### config.mk
export PLATFORM = sky130hd
export DESIGN_NAME = pas_regs_top
export DESIGN_NICKNAME = d
export VERILOG_FILES = /design/src/design/pas_pkg.sv /design/src/design/pas_regs_top.sv /design/src/design/pas_pixel_path.sv
export VERILOG_INCLUDE_DIRS = /design/src /design/src/design
export SDC_FILE = /design/constraint.sdc
export NUM_CORES = 1
export LEC_CHECK = 0
export BUFFER_PORTS_ARGS = -buffer_cell sky130_fd_sc_hd__buf_2
export CAP_MARGIN = 20
export CORE_MARGIN = 5
export CORE_UTILIZATION = 60
export DETAILED_ROUTE_END_ITERATION = 10
export PLACE_DENSITY = 0.75
export SLEW_MARGIN = 15
export SYNTH_ARGS = -nofsm -noshare
export SYNTH_HDL_FRONTEND = slang
export SYNTH_HIERARCHICAL = 1
export SYNTH_SLANG_ARGS = --single-unit
### constraint.sdc
create_clock -name core_clk_in -period 42.9 [get_ports core_clk_in]
set_input_delay 6.435 -clock core_clk_in [delete_from_list [all_inputs] [get_ports core_clk_in]]
set_output_delay 6.435 -clock core_clk_in [all_outputs]
set_load 0.005 [all_outputs]
### src/design/pas_map.svh
`ifndef PAS_MAP_SVH
`define PAS_MAP_SVH
// Register byte addresses
`define PAS_A_LGAIN_LO  8'h26
`define PAS_A_LGAIN_HI  8'h27
`define PAS_A_LOFS_LO   8'h28
`define PAS_A_LOFS_HI   8'h29
`define PAS_A_PEAK_LO   8'h2a
`define PAS_A_PEAK_HI   8'h2b
`define PAS_A_SMTH_LO   8'h2c
`define PAS_A_SMTH_HI   8'h2d
`define PAS_A_CGAIN_LO  8'h2e
`define PAS_A_CGAIN_HI  8'h2f
`define PAS_A_GPO_LO    8'h34
`define PAS_A_GPO_HI    8'h35
`define PAS_A_CMD_LO    8'h60
`define PAS_A_CMD_HI    8'h61
`define PAS_A_STAT_LO   8'h62
// Command low byte bits
`define PAS_B_SWRST     0
`define PAS_B_ENABLE    1
`define PAS_B_TESTIMG   2
`define PAS_B_CLRMD     3
`define PAS_B_REDET     4
`define PAS_B_RECAL     5
`define PAS_B_RECALC    6
`define PAS_B_TBLEN     7
// Command high byte bits
`define PAS_B_CALBYP    0
`define PAS_B_MDBYP     1
`define PAS_B_CENTER    2
`define PAS_B_MCALNEW   3
// Status bit of mode change done
`define PAS_B_MDONE     3
// Reset values
`define PAS_RST_BYTE    8'h00
`define PAS_RST_GAIN    6'h20
// Controller task counter loads; each task lasts one cycle longer
`define PAS_T_MEAS      8'd64
`define PAS_T_CAL       8'd32
`define PAS_T_CALC      8'd16
`endif

### src/design/pas_pkg.sv
package pas_pkg;
    typedef enum logic [1:0] {
        PAS_IDLE    = 2'b00,
        PAS_MEASURE = 2'b01,
        PAS_CALIB   = 2'b10,
        PAS_COMPUTE = 2'b11
    } pas_state_type;
    typedef struct packed {
        logic [7:0] luma;
        logic [7:0] chroma;
    } pas_pix_type;
    typedef struct packed {
        logic [5:0] luma_gain;
        logic [7:0] luma_offset;
        logic [4:0] peak;
        logic [4:0] smooth;
        logic [5:0] chroma_gain;
        logic       bars;
    } pas_coef_type;
    typedef struct packed {
        logic [7:0]  d1;
        logic [7:0]  d2;
        logic [7:0]  c1;
        logic [2:0]  x1;
        pas_pix_type pix;
        logic        vld;
    } pas_path_state_type;
    typedef struct packed {
        logic [5:0]    luma_gain;
        logic [7:0]    luma_offset;
        logic [4:0]    peak;
        logic [4:0]    smooth;
        logic [5:0]    chroma_gain;
        logic [7:0]    general_output_bits;
        logic [7:0]    cmd_lo;
        logic [7:0]    cmd_hi;
        logic          test_mode;
        logic          mdone;
        pas_state_type st;
        logic [7:0]    cnt;
        logic [10:0]   input_line_clock_count;
        logic [10:0]   input_frame_line_count;
        logic [2:0]    mode;
        logic [7:0]    tbl;
        logic          cal_ok;
        logic [7:0]    pins;
        logic [7:0]    rdata;
    } pas_top_state_type;
    // Limit a signed value to 0..255
    function automatic logic [7:0] pas_clamp_u8(input logic signed [16:0] v);
        if (v < 0) return 8'h00;
        if (v > 17'sd255) return 8'hff;
        return v[7:0];
    endfunction : pas_clamp_u8
    // Limit a signed value to -128..127
    function automatic logic [7:0] pas_sat_s8(input logic signed [14:0] v);
        if (v < -15'sd128) return 8'h80;
        if (v > 15'sd127) return 8'h7f;
        return v[7:0];
    endfunction : pas_sat_s8
    // Colour bar sample for one of eight bars
    function automatic pas_pix_type pas_bar(input logic [2:0] i);
        unique case (i)
            3'h0: return '{8'heb, 8'h00};
            3'h1: return '{8'hd2, 8'hc0};
            3'h2: return '{8'haa, 8'h30};
            3'h3: return '{8'h91, 8'hd8};
            3'h4: return '{8'h6a, 8'h28};
            3'h5: return '{8'h51, 8'hd0};
            3'h6: return '{8'h29, 8'h40};
            3'h7: return '{8'h10, 8'h00};
        endcase
    endfunction : pas_bar
    // Normalised level 0..8 to raw coefficient 0..21, rounded
    function automatic logic [4:0] pas_level_to_coef(input logic [3:0] lvl);
        logic [7:0] p;
        p = (lvl > 4'h8) ? 8'd168 : 8'({4'h0, lvl} * 8'd21);
        p = p + 8'd4;
        return p[7:3];
    endfunction : pas_level_to_coef
endpackage : pas_pkg

### src/design/pas_regs_top.sv
// Contract
// - luma gain is field over 32
// - luma offset is signed brightness add
// - peaking intensity is field over 16
// - three-line smoothing, zero passes centre
// - smoothing above 21 accepted, not clamped
// - chroma gain is field over 32
// - output pins follow register; reads return written
// - nonzero upper output byte enters test mode
// - controller owns output bit 0 while enabled
// - reset bit restarts controller, self-clears
// - disabled controller runs no task; reset and clear bits still act
// - test image bit selects colour bars
// - clear bit drops mode-done flag, self-clears
// - redetect bit remeasures and recalibrates
// - recalibrate bit clears table entry too
// - recompute bit recalculates pipeline, self-clears
// - table enable stores calibration per mode
// - bypass bits stop calibration or detection sampling
// - centre bit centres small images
// - manual calibration flag consumed then cleared
// - normalised level translated to smoothing coefficient
// - mode-done set after calculations, held until cleared
`include "pas_map.svh"
`timescale 1ns/1ps
`default_nettype none
module pas_regs_top (
    // Clock and reset
    input  wire logic                  core_clk_in,
    input  wire logic                  rst_b_in,
    // Register port
    input  wire logic [7:0]            reg_addr_in,
    input  wire logic [7:0]            reg_wdata_in,
    input  wire logic                  reg_wr_in,
    input  wire logic                  reg_rd_in,
    output logic [7:0]                 reg_rdata_out,
    // Input timing measurements
    input  wire logic [10:0]           input_line_clock_count_in,
    input  wire logic [10:0]           input_frame_line_count_in,
    // Video
    input  wire pas_pkg::pas_pix_type  pix_in,
    input  wire logic                  pix_valid_in,
    input  wire logic [7:0]            above_luma_in,
    input  wire logic [7:0]            below_luma_in,
    input  wire logic [10:0]           pixel_x_in,
    output pas_pkg::pas_pix_type       pix_out,
    output logic                       pix_valid_out,
    // Pins and status
    output logic [7:0]                 general_output_bits_out,
    output logic                       test_mode_out,
    output logic                       mode_change_done_out,
    output logic                       center_small_image_out,
    output logic                       calibration_valid_out
);
    import pas_pkg::*;
    pas_top_state_type s, n;
    pas_coef_type      coef;
    logic              enab;
    logic              fin;
    logic              moved;
    logic              calib_skip;

    // Controller conditions
    assign enab  = s.cmd_lo[`PAS_B_ENABLE];
    assign fin   = enab && !s.cmd_lo[`PAS_B_SWRST] && s.st == PAS_COMPUTE
                && s.cnt == 8'h00;
    assign moved = !s.cmd_hi[`PAS_B_MDBYP]
                && (input_line_clock_count_in != s.input_line_clock_count
                    || input_frame_line_count_in != s.input_frame_line_count);
    // A stored table entry lets calibration finish at once
    assign calib_skip = s.cmd_hi[`PAS_B_CALBYP]
                     || (s.cmd_lo[`PAS_B_TBLEN] && s.tbl[s.mode]);

    // Coefficients steer the pixel path directly
    assign coef = '{s.luma_gain, s.luma_offset, s.peak, s.smooth,
                    s.chroma_gain, s.cmd_lo[`PAS_B_TESTIMG]};

    // Controller first, then host writes, so a host write wins its cycle
    always_comb begin
        n       = s;
        n.rdata = `PAS_RST_BYTE;
        if (s.cmd_lo[`PAS_B_CLRMD]) begin
            n.mdone                = 1'b0;
            n.cmd_lo[`PAS_B_CLRMD] = 1'b0;
        end
        if (s.cmd_lo[`PAS_B_SWRST]) begin
            n.st                   = PAS_IDLE;
            n.cnt                  = 8'h00;
            n.tbl                  = 8'h00;
            n.cal_ok               = 1'b0;
            n.cmd_lo[`PAS_B_SWRST] = 1'b0;
        end else if (!enab) begin
            n.st = PAS_IDLE;
        end else begin
            unique case (s.st)
                PAS_IDLE: begin
                    if (s.cmd_hi[`PAS_B_MCALNEW]) begin
                        n.cal_ok                = 1'b1;
                        n.cmd_hi[`PAS_B_MCALNEW] = 1'b0;
                    end else if (s.cmd_lo[`PAS_B_REDET] || moved) begin
                        n.st  = PAS_MEASURE;
                        n.cnt = `PAS_T_MEAS;
                    end else if (s.cmd_lo[`PAS_B_RECAL]) begin
                        if (s.cmd_lo[`PAS_B_TBLEN]) begin
                            n.tbl[s.mode] = 1'b0;
                        end
                        n.cal_ok = 1'b0;
                        n.st     = PAS_CALIB;
                        n.cnt    = `PAS_T_CAL;
                    end else if (s.cmd_lo[`PAS_B_RECALC]) begin
                        n.st  = PAS_COMPUTE;
                        n.cnt = `PAS_T_CALC;
                    end
                end
                PAS_MEASURE: begin
                    if (s.cnt == 8'h00) begin
                        n.input_line_clock_count                  = input_line_clock_count_in;
                        n.input_frame_line_count                  = input_frame_line_count_in;
                        n.mode                 = input_line_clock_count_in[2:0]
                                               ^ input_frame_line_count_in[2:0];
                        n.cmd_lo[`PAS_B_REDET] = 1'b0;
                        n.cal_ok               = 1'b0;
                        n.st                   = PAS_CALIB;
                        n.cnt                  = `PAS_T_CAL;
                    end else begin
                        n.cnt = s.cnt - 8'h01;
                    end
                end
                PAS_CALIB: begin
                    if (calib_skip || s.cnt == 8'h00) begin
                        if (!s.cmd_hi[`PAS_B_CALBYP]) begin
                            n.cal_ok = 1'b1;
                            if (s.cmd_lo[`PAS_B_TBLEN]) begin
                                n.tbl[s.mode] = 1'b1;
                            end
                        end
                        n.cmd_lo[`PAS_B_RECAL] = 1'b0;
                        n.st                   = PAS_COMPUTE;
                        n.cnt                  = `PAS_T_CALC;
                    end else begin
                        n.cnt = s.cnt - 8'h01;
                    end
                end
                PAS_COMPUTE: begin
                    if (s.cnt == 8'h00) begin
                        n.smooth = pas_level_to_coef(s.cmd_hi[7:4]);
                        n.cmd_lo[`PAS_B_RECALC] = 1'b0;
                        n.mdone  = 1'b1;
                        n.st     = PAS_IDLE;
                    end else begin
                        n.cnt = s.cnt - 8'h01;
                    end
                end
            endcase
        end
        // Bit 0 shows controller activity while it is enabled
        n.pins = {s.general_output_bits[7:1], enab ? (s.st != PAS_IDLE) : s.general_output_bits[0]};
        // Host writes; reserved upper bytes store nothing
        if (reg_wr_in) begin
            case (reg_addr_in)
                `PAS_A_LGAIN_LO: n.luma_gain   = reg_wdata_in[5:0];
                `PAS_A_LOFS_LO:  n.luma_offset = reg_wdata_in;
                `PAS_A_PEAK_LO:  n.peak        = reg_wdata_in[4:0];
                `PAS_A_SMTH_LO:  n.smooth      = reg_wdata_in[4:0];
                `PAS_A_CGAIN_LO: n.chroma_gain = reg_wdata_in[5:0];
                `PAS_A_GPO_LO:   n.general_output_bits         = reg_wdata_in;
                `PAS_A_GPO_HI: begin
                    if (reg_wdata_in != 8'h00) begin
                        n.test_mode = 1'b1;
                    end
                end
                `PAS_A_CMD_LO:   n.cmd_lo      = reg_wdata_in;
                `PAS_A_CMD_HI:   n.cmd_hi      = reg_wdata_in;
                default: ;
            endcase
        end
        // Reads return stored values; unmapped bytes and all upper bytes except the command high byte read zero
        if (reg_rd_in) begin
            case (reg_addr_in)
                `PAS_A_LGAIN_LO: n.rdata = {2'b00, s.luma_gain};
                `PAS_A_LOFS_LO:  n.rdata = s.luma_offset;
                `PAS_A_PEAK_LO:  n.rdata = {3'b000, s.peak};
                `PAS_A_SMTH_LO:  n.rdata = {3'b000, s.smooth};
                `PAS_A_CGAIN_LO: n.rdata = {2'b00, s.chroma_gain};
                `PAS_A_GPO_LO:   n.rdata = s.general_output_bits;
                `PAS_A_CMD_LO:   n.rdata = s.cmd_lo;
                `PAS_A_CMD_HI:   n.rdata = s.cmd_hi;
                `PAS_A_STAT_LO:  n.rdata = 8'(s.mdone) << `PAS_B_MDONE;
                default:         n.rdata = `PAS_RST_BYTE;
            endcase
        end
    end

    // State register
    always_ff @(posedge core_clk_in or negedge rst_b_in) begin
        if (!rst_b_in) begin
            s             <= '0;
            s.luma_gain   <= `PAS_RST_GAIN;
            s.chroma_gain <= `PAS_RST_GAIN;
        end else begin
            s <= n;
        end
    end

    // Pixel path
    pas_pixel_path u_path (
        .core_clk_in   (core_clk_in),
        .rst_b_in      (rst_b_in),
        .coef_in       (coef),
        .pix_in        (pix_in),
        .pix_valid_in  (pix_valid_in),
        .above_luma_in (above_luma_in),
        .below_luma_in (below_luma_in),
        .pixel_x_in    (pixel_x_in),
        .pix_out       (pix_out),
        .pix_valid_out (pix_valid_out)
    );

    // Outputs straight from state
    assign reg_rdata_out           = s.rdata;
    assign general_output_bits_out = s.pins;
    assign test_mode_out           = s.test_mode;
    assign mode_change_done_out    = s.mdone;
    assign center_small_image_out  = s.cmd_hi[`PAS_B_CENTER];
    assign calibration_valid_out   = s.cal_ok;
endmodule : pas_regs_top
`default_nettype wire

### src/design/pas_pixel_path.sv
`timescale 1ns/1ps
`default_nettype none
module pas_pixel_path (
    // Clock and reset
    input  wire logic                 core_clk_in,
    input  wire logic                 rst_b_in,
    // Coefficients
    input  wire pas_pkg::pas_coef_type coef_in,
    // Pixel in
    input  wire pas_pkg::pas_pix_type  pix_in,
    input  wire logic                 pix_valid_in,
    input  wire logic [7:0]           above_luma_in,
    input  wire logic [7:0]           below_luma_in,
    input  wire logic [10:0]          pixel_x_in,
    // Pixel out
    output pas_pkg::pas_pix_type       pix_out,
    output logic                      pix_valid_out
);
    import pas_pkg::*;
    pas_path_state_type s, n;
    logic [6:0]         w;
    logic [14:0]        sum;
    logic [7:0]         sm;
    logic signed [10:0] edg;
    logic signed [16:0] peaking_level;
    logic [7:0]         l8;
    logic [13:0]        g;
    logic signed [11:0] gs;
    logic signed [14:0] cg;

    // Three-line smoothing, peaking, gains; oversized coefficients pass unclamped
    always_comb begin
        n   = s;
        w   = 7'd64 - {1'b0, coef_in.smooth, 1'b0};
        sum = 15'(above_luma_in) * 15'(coef_in.smooth)
            + 15'(below_luma_in) * 15'(coef_in.smooth)
            + 15'(pix_in.luma) * 15'(w);
        sm  = sum[13:6];
        edg = $signed({2'b00, s.d1, 1'b0}) - $signed({3'b000, sm})
            - $signed({3'b000, s.d2});
        peaking_level = $signed({9'h000, s.d1})
            + ((17'(edg) * $signed({12'h000, coef_in.peak})) >>> 4);
        l8  = pas_clamp_u8(peaking_level);
        g   = 14'(l8) * 14'(coef_in.luma_gain);
        gs  = $signed({3'b000, g[13:5]})
            + 12'($signed(coef_in.luma_offset));
        cg  = (15'($signed(s.c1)) * $signed({9'h000, coef_in.chroma_gain})) >>> 5;
        n.vld = pix_valid_in;
        if (pix_valid_in) begin
            n.d2 = s.d1;
            n.d1 = sm;
            n.c1 = pix_in.chroma;
            n.x1 = pixel_x_in[9:7];
            if (coef_in.bars) begin
                n.pix = pas_bar(s.x1);
            end else begin
                n.pix.luma   = pas_clamp_u8(17'(gs));
                n.pix.chroma = pas_sat_s8(cg);
            end
        end
    end

    // State register
    always_ff @(posedge core_clk_in or negedge rst_b_in) begin
        if (!rst_b_in) begin
            s <= '0;
        end else begin
            s <= n;
        end
    end

    assign pix_out       = s.pix;
    assign pix_valid_out = s.vld;
endmodule : pas_pixel_path
`default_nettype wire

==> metrics <==
status complete, no violations; total grt overflow 0; Post-CTS Hold Buffers 0; Port Buffers 114; total CTS buffers 17; Core Box Area 31,560 µm²; worst slew pin tran 1.014 ns; max-slew violations 0; reg2reg start coef[7]$_DFF_PN0_; worst slack, placed 17.71 ns; sequential area share after synthesis 20.91%; post-cts resize count 0; Distinct cells, synth 100; Final Hold Fails 0; most frequent cell after synthesis inv_1; H-tree depth 4; final worst path period share 58.43%; EDFF count, synth 0; # clock sinks 160; first-pass GRT wire length 74,850 µm; crit path kind in2reg; GRT Total Usage 25.41%; Slew headroom 32.23%; top cells by count, synth 315 x inv_1, 205 x nand2_1, 192 x fa_1; initial antenna violation count 3; DIE WIDTH 188.7 µm; RSZ-0062 raised after global routing no; crit-path max FO 6; setup TNS 0 ns; final core occ 64.75%; ys flop type dfrtp_1; Syn Area/Cell 9.210 µm²; PnR worst setup slack 17.83 ns; clock-pin transition on the worst setup and hold timing paths 0.07 ns; slowest stage cell, crit path fa_1; synthesized cell area 19,160 µm²; residual DRC count 0; Final nets 2,599; Critical Path AT 25.35 ns; Synth area leader dfrtp_1; Yosys Warn Count 6; CP required 43.18 ns; via/cell ratio 5.749; main area contributors after synthesis dfrtp_1 21%, fa_1 20%, ha_1 12%; Routed WL per cell 17.12 µm; Top Ports 123; Post-CTS Setup Repair Bufs 0; asr flop ratio synth 100.0%; Clock Latency Late Sink 0.44 ns; Synth top area share 20.64%; number of global-route vias before repair 15,350; hpwl dp 34,850 µm; Die ar. 35,600 µm²; final cell count without fillers 2,558; drt first pass iters 7; CTS tree built; Area Growth Syn to Fin 6.662%; number of core rows 65; Setup crit end kind register; max-cap violations 0; slowest cell delay on critical path 0.55 ns; Synth Net Count 2,538; register bit total from synthesis 160; fmax 39.89 MHz; Clock Path Buffers 2; min Tclk post-route 25.07 ns; die height 188.7 µm; Post-Route WL 43,800 µm; pin count of the biggest net entering global routing 90; vias 14,707; Fill cells 2,578; Critical Path Start Type input pin; Post-DRT Antenna Nets 0; Initial Util 60.71%; share of cells above drive strength 1 12.30%; clock skew 0.01120 ns; GP Congestion 0.9227; worst setup path startpoint below_luma_in[0]; clk root buf clkbuf_16; HP Start n[15]$_DFFE_PN0P_; Initial DRC Count 896; final setup vio count 0; cells after synthesis 2,080; DP Cell Count 2,523; Worst path most repeated cell fa_1; Hold Crit Class reg2reg
## layer usage
metal  GRT usage, %  wire length (µm)  vias up
met3          3.631              2159       87
met5              0                11        -
met4          8.576              1258        2
met2          42.83             21200      381
met1          33.97             19170     7267
li1               -                 -     6970
## critical path: cells and delay by family
| family | cells | cell delay, ns |
|---|---|---|
| AOI/OAI and AO/OA | 28 | 7.00 |
| xor gates and xnor gates | 3 | 0.50 |
| adders and majority gates | 20 | 8.37 |
| buffers and inverters | 6 | 0.35 |
| and+or+nand+nor | 13 | 2.66 |
## final timing paths
kind | endpoint | slack (ns) | cells after the start
max in group asynchronous | u_path/s[41]$_DFFE_PN0P_ | 35.41 | 2
worst min register to register | general_output_bits_out[7]$_DFF_PN0_ | 0.43 | 0
min in group asynchronous | general_output_bits_out[6]$_DFF_PN0_ | 6.06 | 1
worst max register to register | u_path/pix_out[12]$_DFFE_PN0P_ | 22.08 | 73
worst min-delay path | general_output_bits_out[7]$_DFF_PN0_ | 0.43 | 0
worst max-delay path | u_path/pix_out[12]$_DFFE_PN0P_ | 17.83 | 70
## registers in the layout, indices dropped and copies added (netlist names)
signal,flops
center_small_image_out,1
n,7
mode_change_done_out,1
general_output_bits_out,8
coef,31
enab,1
calibration_valid_out,1
u_path/pix_out,16
u_path/pix_valid_out,1
u_path/s,27
s,57
test_mode_out,1
reg_rdata_out,8
## logic make-up (layout without fill, tap and decap cells)
group                      count (synthesis)  after routing  share of synthesized area, %
adders and majority gates                373            373                         31.87
muxes                                     91             91                         5.284
AOI/OAI and AO/OA                        331            331                         11.82
buffers and inverters                    394            468                         8.419
other                                      0              2                             0
DFF                                      160            160                         20.91
and+or+nand+nor                          626            626                         16.81
xor gates and xnor gates                 105            105                         4.873
## per-stage QoR
step	hold WS, ns	cell area (µm²)
floorplan	0.3687	19160
global placement	0.3981	19850
detailed placement	0.4086	19850
CTS	0.4192	20420
global route	0.4397	20430
finish	0.4291	20430
## cell usage in the layout (no fill, tap or decap), types with 10 or more instances in the layout
cell type / n
nand2_1: 205
nor3_1: 18
nand4_1: 10
ha_1: 180
a21oi_1: 68
buf_2: 113
mux2_2: 71
dfrtp_1: 158
xor2_1: 46
o21ai_0: 79
nand2b_1: 21
mux2i_1: 19
o21a_1: 16
a211oi_1: 11
nand3_1: 33
nor2_1: 100
nor4_1: 11
inv_1: 315
a21o_1: 25
a31oi_1: 27
nor2b_1: 14
fa_1: 192
clkbuf_16: 17
xnor2_1: 58
and2_1: 157
## cell type report
cell class	count	area, µm²	share of cell area, %
Antenna cell	2	5.005	0.02449
Clock buffer	17	425.4	2.082
Clock inverter	15	146.4	0.7165
Inverter	315	1182	5.787
Multi-Input combinational cell	1526	13540	66.25
Sequential cell	160	4006	19.61
Tap cell	402	503.0	2.462
Timing Repair Buffer	121	626.9	3.068
Power is left out: the tool's default activity adds up to more than one toggle a clock period on the data nets, which glitch-free logic cannot reach.
